**config.mk**
```make
export PLATFORM = sky130hd
export DESIGN_NAME = p7m_pin_select
export DESIGN_NICKNAME = d
export VERILOG_FILES = /design/src/p7m_pkg.sv /design/src/p7m_pin_select.sv
export SDC_FILE = /design/constraint.sdc
export NUM_CORES = 1
export LEC_CHECK = 0
export BUFFER_PORTS_ARGS = -buffer_cell sky130_fd_sc_hd__buf_2
export CAP_MARGIN = 20
export CORE_UTILIZATION = 48
export CTS_CLUSTER_DIAMETER = 30
export DETAILED_ROUTE_END_ITERATION = 16
export MAX_ROUTING_LAYER = met4
export PLACE_DENSITY = 0.93
export REMOVE_ABC_BUFFERS = 1
export SETUP_SLACK_MARGIN = 0.3
export SLEW_MARGIN = 20
export SYNTH_ARGS = -nofsm -noshare
export SYNTH_HDL_FRONTEND = slang
export SYNTH_SLANG_ARGS = --single-unit
```
**constraint.sdc**
```tcl
create_clock -name clock -period 2.06 [get_ports clock]
set_input_delay 0.206 -clock clock [delete_from_list [all_inputs] [get_ports clock]]
set_output_delay 0.206 -clock clock [all_outputs]
set_load 0.05 [all_outputs]
```
**src/p7m_pkg.sv**
```systemverilog
// Purpose: Shared constants for the port 7 pin function selector
// Assumes: Four pins, 4-bit output-select fields
// Notes: Select codes 1x00..1x11 pick alternate outputs 0..3
`default_nettype none
package p7m_pkg;
    localparam int PIN_COUNT = 4;
    localparam int SEL_WIDTH = 4;
    // Field positions inside an output-select code
    localparam int SEL_ENABLE_BIT = 3;
    localparam int SEL_ALT_LSB = 0;
    localparam int SEL_ALT_WIDTH = 2;
    // Reset value of each select field: input only
    localparam logic [3:0] SEL_RESET = 4'h0;
    // Alternate output indices
    localparam logic [1:0] ALT_OUT0 = 2'h0;
    localparam logic [1:0] ALT_OUT1 = 2'h1;
    localparam logic [1:0] ALT_OUT2 = 2'h2;
    localparam logic [1:0] ALT_OUT3 = 2'h3;
    // Pin indices
    localparam int PIN_BIT0 = 0;
    localparam int PIN_BIT1 = 1;
    localparam int PIN_BIT2 = 2;
    localparam int PIN_BIT3 = 3;
    // Debug start-up states
    typedef enum logic [2:0]
    {
        DBG_WAIT = 3'b001,
        DBG_INACTIVE = 3'b010,
        DBG_ACTIVE = 3'b100
    } p7m_dbg_state_t;
endpackage
`default_nettype wire

```
**src/p7m_pin_select.sv**
```systemverilog
// Purpose: Output function selection and input routing for port 7 bits 0..3
// Assumes: Single 200 MHz clock; arst_n mirrors the power-on reset pin
// Notes: Pin inputs pass three flip-flops; last two must agree to update
//        Debug enable is latched once per reset from the settled debug-reset pin
//
// Behaviour
// Each pin output chosen by select code 1x00, 1x01 and onward.
// Hardware-owned output, bit 0 debug data out, overrides the select field.
// Bit 2 outputs: GPIO, analog mux bit 0, CAN4 transmit, CAN5 transmit.
// Bit 2 level feeds capture position 0 and boundary-scan data in.
// Bit 0 outputs: GPIO, timer 3 toggle, timer 6 toggle.
// Bit 0 level feeds service request 2 input 1 and CAN4 receive B.
// Bit 3 outputs: GPIO, analog mux bit 1, serial 1 out, serial 0 out.
// Bit 3 level feeds capture position 1, serial 1 input F, scan mode-select.
// Bit 1 outputs clock out and CAN4 transmit; feeds trap and debug break.
// Debug active only if debug reset pin high at power-on reset release.
// After activation the debug reset pin is driven low once by the outside.
// Outside holds debug reset low and test enable high in normal use.
// Factory test mode whenever test enable is not high.
// Input paths stay connected regardless of output selection.
// Select code with top bit clear leaves the pin undriven.
`timescale 1ns/1ps
`default_nettype none
module p7m_pin_select
(
    input wire logic clock,
    input wire logic arst_n,
    input wire logic [15:0] output_select_field,
    input wire logic [3:0] gpio_out,
    input wire logic timer3_toggle_out,
    input wire logic timer6_toggle_out,
    input wire logic programmable_clock_out,
    input wire logic can_node4_tx,
    input wire logic can_node4_tx_alt,
    input wire logic can_node5_tx,
    input wire logic analog_mux_ctrl_bit0,
    input wire logic analog_mux_ctrl_bit1,
    input wire logic serial_ch1_data_out,
    input wire logic serial_ch0_data_out,
    input wire logic debug_tdo,
    input wire logic debug_tdo_en,
    input wire logic scan_pos_c_sel,
    input wire logic [3:0] pin_in,
    input wire logic debug_reset_pin,
    input wire logic factory_test_enable,
    output logic [3:0] pin_out,
    output logic [3:0] pin_oe_n,
    output logic [3:0] gpio_in,
    output logic ext_service_req2_in1,
    output logic can_node4_rx_b,
    output logic capture_unit_pos_in0,
    output logic capture_unit_pos_in1,
    output logic capture_unit_trap_in,
    output logic debug_break_in,
    output logic serial_ch1_data_in_f,
    output logic scan_tdi,
    output logic scan_tms,
    output logic debug_active,
    output logic debug_reset_req,
    output logic factory_test_mode
);
    // ------------------------------------------------------------
    // State
    // ------------------------------------------------------------
    typedef struct packed
    {
        // Pad filters
        logic [3:0] sync1;
        logic [3:0] sync2;
        logic [3:0] sync3;
        logic [3:0] level;
        logic [1:0] trst_s1;
        logic [1:0] trst_s2;
        logic [1:0] trst_s3;
        logic [1:0] trst_lvl;
        // Ones shift in after reset; top bit marks a real pin sample in stage 3
        logic [2:0] trst_fill;
        p7m_pkg::p7m_dbg_state_t dbg;
        logic [3:0] out;
        logic [3:0] oe_n;
    } p7m_state_t;

    p7m_state_t state;
    p7m_state_t next_state;
    logic [3:0] alt_value [4];

    // Decode one select field into its alternate index
    function automatic logic [1:0] alt_index(input logic [3:0] sel);
        alt_index = sel[p7m_pkg::SEL_ALT_LSB +: p7m_pkg::SEL_ALT_WIDTH];
    endfunction

    // ------------------------------------------------------------
    // Alternate output tables, indexed [pin][alternate]
    // ------------------------------------------------------------
    always_comb
    begin
        // Slot 3 of bits 0 and 1 has no source; tied low so the pad shows a known level
        alt_value[p7m_pkg::PIN_BIT0] = {1'b0, timer6_toggle_out, timer3_toggle_out,
            gpio_out[0]};
        alt_value[p7m_pkg::PIN_BIT1] = {1'b0, can_node4_tx_alt, programmable_clock_out,
            gpio_out[1]};
        alt_value[p7m_pkg::PIN_BIT2] = {can_node5_tx, can_node4_tx, analog_mux_ctrl_bit0,
            gpio_out[2]};
        alt_value[p7m_pkg::PIN_BIT3] = {serial_ch0_data_out, serial_ch1_data_out,
            analog_mux_ctrl_bit1, gpio_out[3]};
    end

    // ------------------------------------------------------------
    // Next-state logic
    // ------------------------------------------------------------
    always_comb
    begin
        logic [3:0] sel;
        sel = p7m_pkg::SEL_RESET;
        next_state = state;
        // Three-stage synchronisers; only stages 2 and 3 are compared
        next_state.sync1 = pin_in;
        next_state.sync2 = state.sync1;
        next_state.sync3 = state.sync2;
        // Level moves only when stages 2 and 3 agree, so one-cycle glitches drop out
        for (int i = 0; i < p7m_pkg::PIN_COUNT; i++)
        begin
            if (state.sync2[i] == state.sync3[i])
            begin
                next_state.level[i] = state.sync3[i];
            end
        end
        // Debug-reset and test-enable pins use the same filter as the pads
        next_state.trst_s1 = {factory_test_enable, debug_reset_pin};
        next_state.trst_s2 = state.trst_s1;
        next_state.trst_s3 = state.trst_s2;
        next_state.trst_fill = {state.trst_fill[1:0], 1'b1};
        for (int i = 0; i < 2; i++)
        begin
            if (state.trst_s2[i] == state.trst_s3[i])
            begin
                next_state.trst_lvl[i] = state.trst_s3[i];
            end
        end
        // Debug activation decided once, first settled sample after reset
        // Stages still hold reset zeros at first, so wait for the fill marker
        unique case (state.dbg)
            p7m_pkg::DBG_WAIT:
            begin
                if (state.trst_fill[2] && state.trst_s2[0] == state.trst_s3[0])
                begin
                    next_state.dbg = state.trst_s3[0] ? p7m_pkg::DBG_ACTIVE
                        : p7m_pkg::DBG_INACTIVE;
                end
            end
            p7m_pkg::DBG_INACTIVE: next_state.dbg = p7m_pkg::DBG_INACTIVE;
            p7m_pkg::DBG_ACTIVE: next_state.dbg = p7m_pkg::DBG_ACTIVE;
            default: next_state.dbg = p7m_pkg::DBG_WAIT;
        endcase
        // Output selection per pin; registered so data outputs are clean
        for (int i = 0; i < p7m_pkg::PIN_COUNT; i++)
        begin
            sel = output_select_field[i*p7m_pkg::SEL_WIDTH +: p7m_pkg::SEL_WIDTH];
            next_state.out[i] = alt_value[i][alt_index(sel)];
            next_state.oe_n[i] = ~sel[p7m_pkg::SEL_ENABLE_BIT];
        end
        // Debug data out owns bit 0 only while the debug system is active
        if (state.dbg == p7m_pkg::DBG_ACTIVE && debug_tdo_en)
        begin
            next_state.out[p7m_pkg::PIN_BIT0] = debug_tdo;
            next_state.oe_n[p7m_pkg::PIN_BIT0] = 1'b0;
        end
    end

    // ------------------------------------------------------------
    // State register; pins float at reset
    // ------------------------------------------------------------
    always_ff @(posedge clock or negedge arst_n)
    begin
        if (!arst_n)
        begin
            // Filters clear and pads float while the power-on reset pin is low
            state <= '{sync1: 4'h0, sync2: 4'h0, sync3: 4'h0, level: 4'h0,
                trst_s1: 2'h0, trst_s2: 2'h0, trst_s3: 2'h0, trst_lvl: 2'h0,
                trst_fill: 3'h0,
                dbg: p7m_pkg::DBG_WAIT,
                out: 4'h0,
                oe_n: 4'hf};
        end
        else
        begin
            state <= next_state;
        end
    end

    // ------------------------------------------------------------
    // Pad drive
    // ------------------------------------------------------------
    // Registered so a select change never glitches the pad
    assign pin_out = state.out;
    assign pin_oe_n = state.oe_n;

    // ------------------------------------------------------------
    // Input routes; never depend on output selection
    // ------------------------------------------------------------
    // Every consumer except the gated scan inputs sees the filtered level, even while the pin is driven
    assign gpio_in = state.level;
    assign ext_service_req2_in1 = state.level[p7m_pkg::PIN_BIT0];
    assign can_node4_rx_b = state.level[p7m_pkg::PIN_BIT0];
    assign capture_unit_trap_in = state.level[p7m_pkg::PIN_BIT1];
    assign debug_break_in = state.level[p7m_pkg::PIN_BIT1];
    assign capture_unit_pos_in0 = state.level[p7m_pkg::PIN_BIT2];
    // Scan inputs read zero unless scan position C was chosen at start-up
    assign scan_tdi = scan_pos_c_sel & state.level[p7m_pkg::PIN_BIT2];
    assign capture_unit_pos_in1 = state.level[p7m_pkg::PIN_BIT3];
    assign serial_ch1_data_in_f = state.level[p7m_pkg::PIN_BIT3];
    assign scan_tms = scan_pos_c_sel & state.level[p7m_pkg::PIN_BIT3];

    // ------------------------------------------------------------
    // Debug and test status
    // ------------------------------------------------------------
    // Latched at start-up; a later debug-reset pin level cannot change it
    assign debug_active = (state.dbg == p7m_pkg::DBG_ACTIVE);
    // Low level on debug reset pin resets debug logic (relies on outside pulse)
    assign debug_reset_req = (state.dbg == p7m_pkg::DBG_ACTIVE) & ~state.trst_lvl[0];
    // Test enable resets to 0 in the filter, so test mode shows until settled high
    assign factory_test_mode = ~state.trst_lvl[1];
endmodule
`default_nettype wire

```
## Yosys cells after proc, flatten, opt, wreduce, memory -nomap -nowiden

Index checks and enable logic that the tools add are counted.

| cells by class | value |
|---|---|
| bitwise gates (word level) | 9 |
| $lt $le $gt $ge | 4 |
| reduce and logical (&&, ||, !) cells | 2 |
| multiplexer cells | 13 |
| equal/unequal tests | 10 |

Operator list:

| operator | number |
|---|---|
| $lt A2 B3 Y1 const B | 4 |
| $pmux W3 S3 | 1 |
| $bmux W1 S2 | 4 |
| $eq A1 B1 Y1 | 6 |
| $mux W1 | 6 |
| $mux W3 | 2 |
| $not A1 Y1 | 6 |
| $and A1 B1 Y1 | 3 |
| $eq A3 B1 Y1 const B | 1 |
| $eq A3 B2 Y1 const B | 1 |
| $eq A3 B3 Y1 const B | 1 |
| $logic_and A1 B1 Y1 | 2 |
| $ne A2 B2 Y1 const B | 1 |

| word-level totals | value |
|---|---|
| register bits after elaboration | 38 |
| logic and storage cells | 54 |
| output and inout bits | 24 |

## Longest topological paths before layout

| depth | value |
|---|---|
| word-level depth | 4 |
| mapped depth | 3 |
| depth with buffers taken out | 3 |

## Least setup slack after synthesis

OpenSTA, ideal clock, no wires.

| timing | value |
|---|---|
| path kind | reg-to-output |
| start | reg state[9] (netlist bit) |
| end | out debug_reset_req |
| data required time | 1.854 ns |
| stages on the path, launching flop included | 3 |
| setup slack | 0.056 ns |
| arrival time | 1.798 ns |
| path through | dfrtp_1 > nor3b_4 > nor2b_1 |

| on the way | value |
|---|---|
| cells in the longest elaborated chain, start to end | 2 |

Ends and longest elaborated chain:

| item | line | RTL |
|---|---|---|
| from (decl) | p7m_pin_select.sv:83 | `p7m_state_t state;` |
| from (signal assigned) | p7m_pin_select.sv:178 | `state <= '{sync1: 4'h0, sync2: 4'h0, sync3: 4'h0, level: 4'h0,` |
| from (signal assigned) | p7m_pin_select.sv:187 | `state <= next_state;` |
| $eq A3 B3 Y1 | - |  |
| via debug_active | p7m_pin_select.sv:58 | `output logic debug_active,` |
| $and A1 B1 Y1 | p7m_pin_select.sv:220 | `assign debug_reset_req = (state.dbg == p7m_pkg::DBG_ACTIVE) & ~state.trst_lvl[0];` |
| to (decl) | p7m_pin_select.sv:59 | `output logic debug_reset_req,` |

The timed path passes the listed nets, and every way through them passes these cells.

## Final worst setup path

| timing | value |
|---|---|
| start | reg state[9] (netlist bit) |
| end | out debug_reset_req |

| on the way | value |
|---|---|
| cells in the longest elaborated chain, start to end | 2 |

Ends and longest elaborated chain:

| item | line |
|---|---|
| $eq A3 B3 Y1 | p7m_pin_select.sv:220 |
| $and A1 B1 Y1 | p7m_pin_select.sv:220 |

Every way passes these cells.

==> reports/summary.json <==
{
  "status": {
    "outcome": "finished, final reports clean"
  },
  "floorplan": {
    "rows": 19,
    "die_height_um": 55.72,
    "placeableCoreArea_um2": 2734,
    "io-pin-count": 65,
    "starting_density_of_the_core_pct": 50.66,
    "die_w_um": 55.72,
    "die_area_um2": 3104
  },
  "worst_setup_path": {
    "critical_path_class": "flip-flop to primary output",
    "critical_path.startpoint_type": "flip-flop",
    "worst_r2r_endpoint": "pin_oe_n[0]",
    "reg2reg_setup_slack_ns": 0.62,
    "rr_worst_depth": 3,
    "crit_arrival_ns": 1.41,
    "crit_required_ns": 1.85,
    "startpoint": "state[9]",
    "critical_path.endpoint": "debug_reset_req",
    "path_max_fanout": 6,
    "critical_r2r_launch": "state[8]",
    "cp-end-kind": "primary output"
  },
  "yosys": {
    "number_of_register_bits_inferred_by_synthesis": 38,
    "sequential_share_of_the_synthesized_area_pct": 69.11,
    "postSynthAreaPerCell_um2": 15.56,
    "synth_cells": 89,
    "synth_area_um2": 1385,
    "post_synth_num_cell_types": 22,
    "ys_warn_count": 0
  },
  "clocking": {
    "post-cts-setup-buffer-count": 0,
    "cts.clk_slew.worst_paths_ns": 0.10,
    "cts.path.max_buffers": 2,
    "cts.root.buffer_cell": "sky130_fd_sc_hd__clkbuf_4",
    "clock_tree_from_tritoncts": "built",
    "cts_sinks": 38,
    "total_cts_buffers": 5,
    "insertion_delay_ns": 0.35,
    "ctsHtreeMaxLevel": 2
  },
  "drt": {
    "drt_iter0_drc": 12,
    "number_of_iterations_in_the_first_detailed_routing_pass": 2,
    "remaining_antenna_violation_count": 0,
    "via_per_inst": 4.789,
    "drt-wirelength-per-cell_um": 13.68,
    "postRouteWirelength_um": 2531,
    "total_number_of_vias": 886,
    "post-route-drc-count": 0
  },
  "timing": {
    "setup_tns_ns": 0,
    "rsz0062_at_grt": "no",
    "slew_headroom_pct": 47.60,
    "slew_violations": 0,
    "worst-slew-pin-transition_ns": 0.7860,
    "max_clock_freq_mhz": 617.1,
    "finalCritPeriodShare_pct": 78.67,
    "report.final.hold_viol_count": 0,
    "worst_case_clock_skew_ns": 0.008614,
    "timing.final.setup_violations": 0,
    "final_period_minus_worst_setup_slack_ns": 1.621
  },
  "final_layout": {
    "areaGrowthSynthToFinish_pct": 29.72,
    "drive_above_1_share_pct": 52.60,
    "mostFrequentLayoutCells": "sky130_fd_sc_hd__buf_2 (59), sky130_fd_sc_hd__dfrtp_1 (31), sky130_fd_sc_hd__dlygate4sd3_1 (12)",
    "combined_area_of_the_multi_input_logic_cells_um2": 300.3,
    "layout.cells.most_common": "sky130_fd_sc_hd__buf_2",
    "final_std_cell_area_no_fill_um2": 1797,
    "final-seq-area_um2": 959.7,
    "filler_cell_count": 210,
    "finalNetCount": 194,
    "num_antenna_cells": 0
  },
  "global_routing": {
    "groute.layer.met3.usage_pct": 8.140,
    "grt_max_degree": 39,
    "grt-ovfl-total": 0,
    "global_route_track_usage_on_met2_pct": 31.33,
    "grt_first_pass_wirelength_um": 4202,
    "grt_antenna_before_repair": 0,
    "use_met1_pct": 21.34,
    "grt_busiest_layer": "met2",
    "number_of_global_route_vias_before_repair": 938,
    "grt_usage_pct": 19.69
  },
  "pwr": {
    "worst_ir_drop_vdd_v": 0.0006702,
    "leakage_component_of_the_power_uw": 0.0008947,
    "power_density_of_the_placed_cells_nw_per_um2": 871.4
  },
  "place": {
    "postPlaceCellArea_um2": 1612,
    "placement.io_buffers": 60,
    "finalWeightedCongestion": 0.7552
  },
  "worst_hold_path": {
    "holdCritPathClass": "primary input to flip-flop"
  },
  "run": {
    "drv_cap": 0
  }
}
==> per-stage QoR <==
step / util (%) / std cells / total power, uW / hold slack, ns / worst slack [ns]
floorplan: - / 74 / 1057 / -0.08959 / 0.05552
global placement: 58.95 / 165 / 1147 / 0.3135 / 0.7660
detailed placement: 58.95 / 165 / 1160 / 0.3153 / 0.7402
CTS: 65.54 / 185 / 1580 / 0.02933 / 0.3374
global route: 65.72 / 185 / 1650 / 0.03957 / 0.3410
finish: 65.72 / 185 / 1566 / 0.06554 / 0.4394
==> per-layer routing <==
| metal | part of all wire (%) | up-vias | wire, um |
|---|---|---|---|
| met5 | 0 | - | 0 |
| met1 | 37 | 413 | 936 |
| li1 | - | 406 | - |
| met2 | 51 | 59 | 1288 |
| met4 | 2.1 | 0 | 53 |
| met3 | 10 | 8 | 253 |
==> worst max-delay path, stage by stage (launching register included) <==
cell and delay (ns):
sky130_fd_sc_hd__dfrtp_2 0.47, sky130_fd_sc_hd__nor3b_4 0.25, sky130_fd_sc_hd__nor2b_1 0.16, sky130_fd_sc_hd__buf_4 0.20
==> flip-flops by register name (all words and copies together) (netlist names) <==
| register | flops |
|---|---|
| next_state | 14 |
| state | 12 |
| gpio_in | 4 |
| pin_oe_n | 4 |
| pin_out | 4 |
==> power breakdown <==
part / internal [uW] / leakage [uW] / switching [uW]
combinational: 113 / 0.000420 / 209
clock: 165 / 0.0000353 / 236
sequential: 804 / 0.000440 / 37.4
==> worst min path at each step <==
stage                           start        endpoint  slack, ns  cells past startpoint
2_1_floorplan                  arst_n      gpio_in[0]      -0.09                      0
3_3_place_gp                   arst_n  next_state[30]       0.31                      1
3_5_place_dp                pin_in[1]  next_state[31]       0.32                      1
4_1_cts        output_select_field[5]      pin_out[1]       0.03                      2
5_1_grt        output_select_field[4]      pin_out[1]       0.04                      2
6_report       output_select_field[4]      pin_out[1]       0.07                      2
==> layout make-up <==
class                      count  area share (%)
clock buffer                   7           3.064
tap                           31           2.159
clock inverter                 1          0.2786
multi-input combinational     32           16.71
timing repair buffer          72           23.54
inverter                       4          0.8357
sequential                    38           53.41
==> synthesized netlist by cell type <==
master                       n  share of area, %
sky130_fd_sc_hd__nor3b_4     1               1.4
sky130_fd_sc_hd__and2b_2     1              0.63
sky130_fd_sc_hd__maj3_1      6               4.3
sky130_fd_sc_hd__nand2_1     2              0.54
sky130_fd_sc_hd__a2bb2oi_2   1               1.1
sky130_fd_sc_hd__nor2b_1     1              0.45
sky130_fd_sc_hd__a21oi_1     1              0.36
sky130_fd_sc_hd__nor2_1      1              0.27
sky130_fd_sc_hd__nor3_1      2              0.72
sky130_fd_sc_hd__dfrtp_1    33                60
sky130_fd_sc_hd__buf_4      15               8.1
sky130_fd_sc_hd__mux2_4      1               1.1
sky130_fd_sc_hd__inv_1       4               1.1
sky130_fd_sc_hd__o22ai_1     2              0.90
sky130_fd_sc_hd__dfstp_2     5               9.5
sky130_fd_sc_hd__nand2_2     1              0.45
sky130_fd_sc_hd__and4bb_1    1              0.90
sky130_fd_sc_hd__conb_1      1              0.27
sky130_fd_sc_hd__mux4_2      2               3.3
sky130_fd_sc_hd__and2_1      2              0.90
sky130_fd_sc_hd__mux2i_1     4               2.9
sky130_fd_sc_hd__xnor2_1     2               1.3
==> timing repair <==
action | CTS | global route
resized for setup | 0 | 4
hold endpoints to repair | 43 | 0
hold buffers | 12 | 0
endpoints found under the setup margin | 0 | 1
==> cells by family after synthesis <==
group           count (synthesis)  share of synthesized area, %
fa+ha+maj                       6                         4.336
xor+xnor                        2                         1.265
flops                          38                         69.11
simple gates                   12                         6.234
compound gates                  4                         2.348
buf+inv                        19                         9.214
other cells                     1                        0.2707
mux                             7                         7.226
Power figures use the tool's default switching activity.
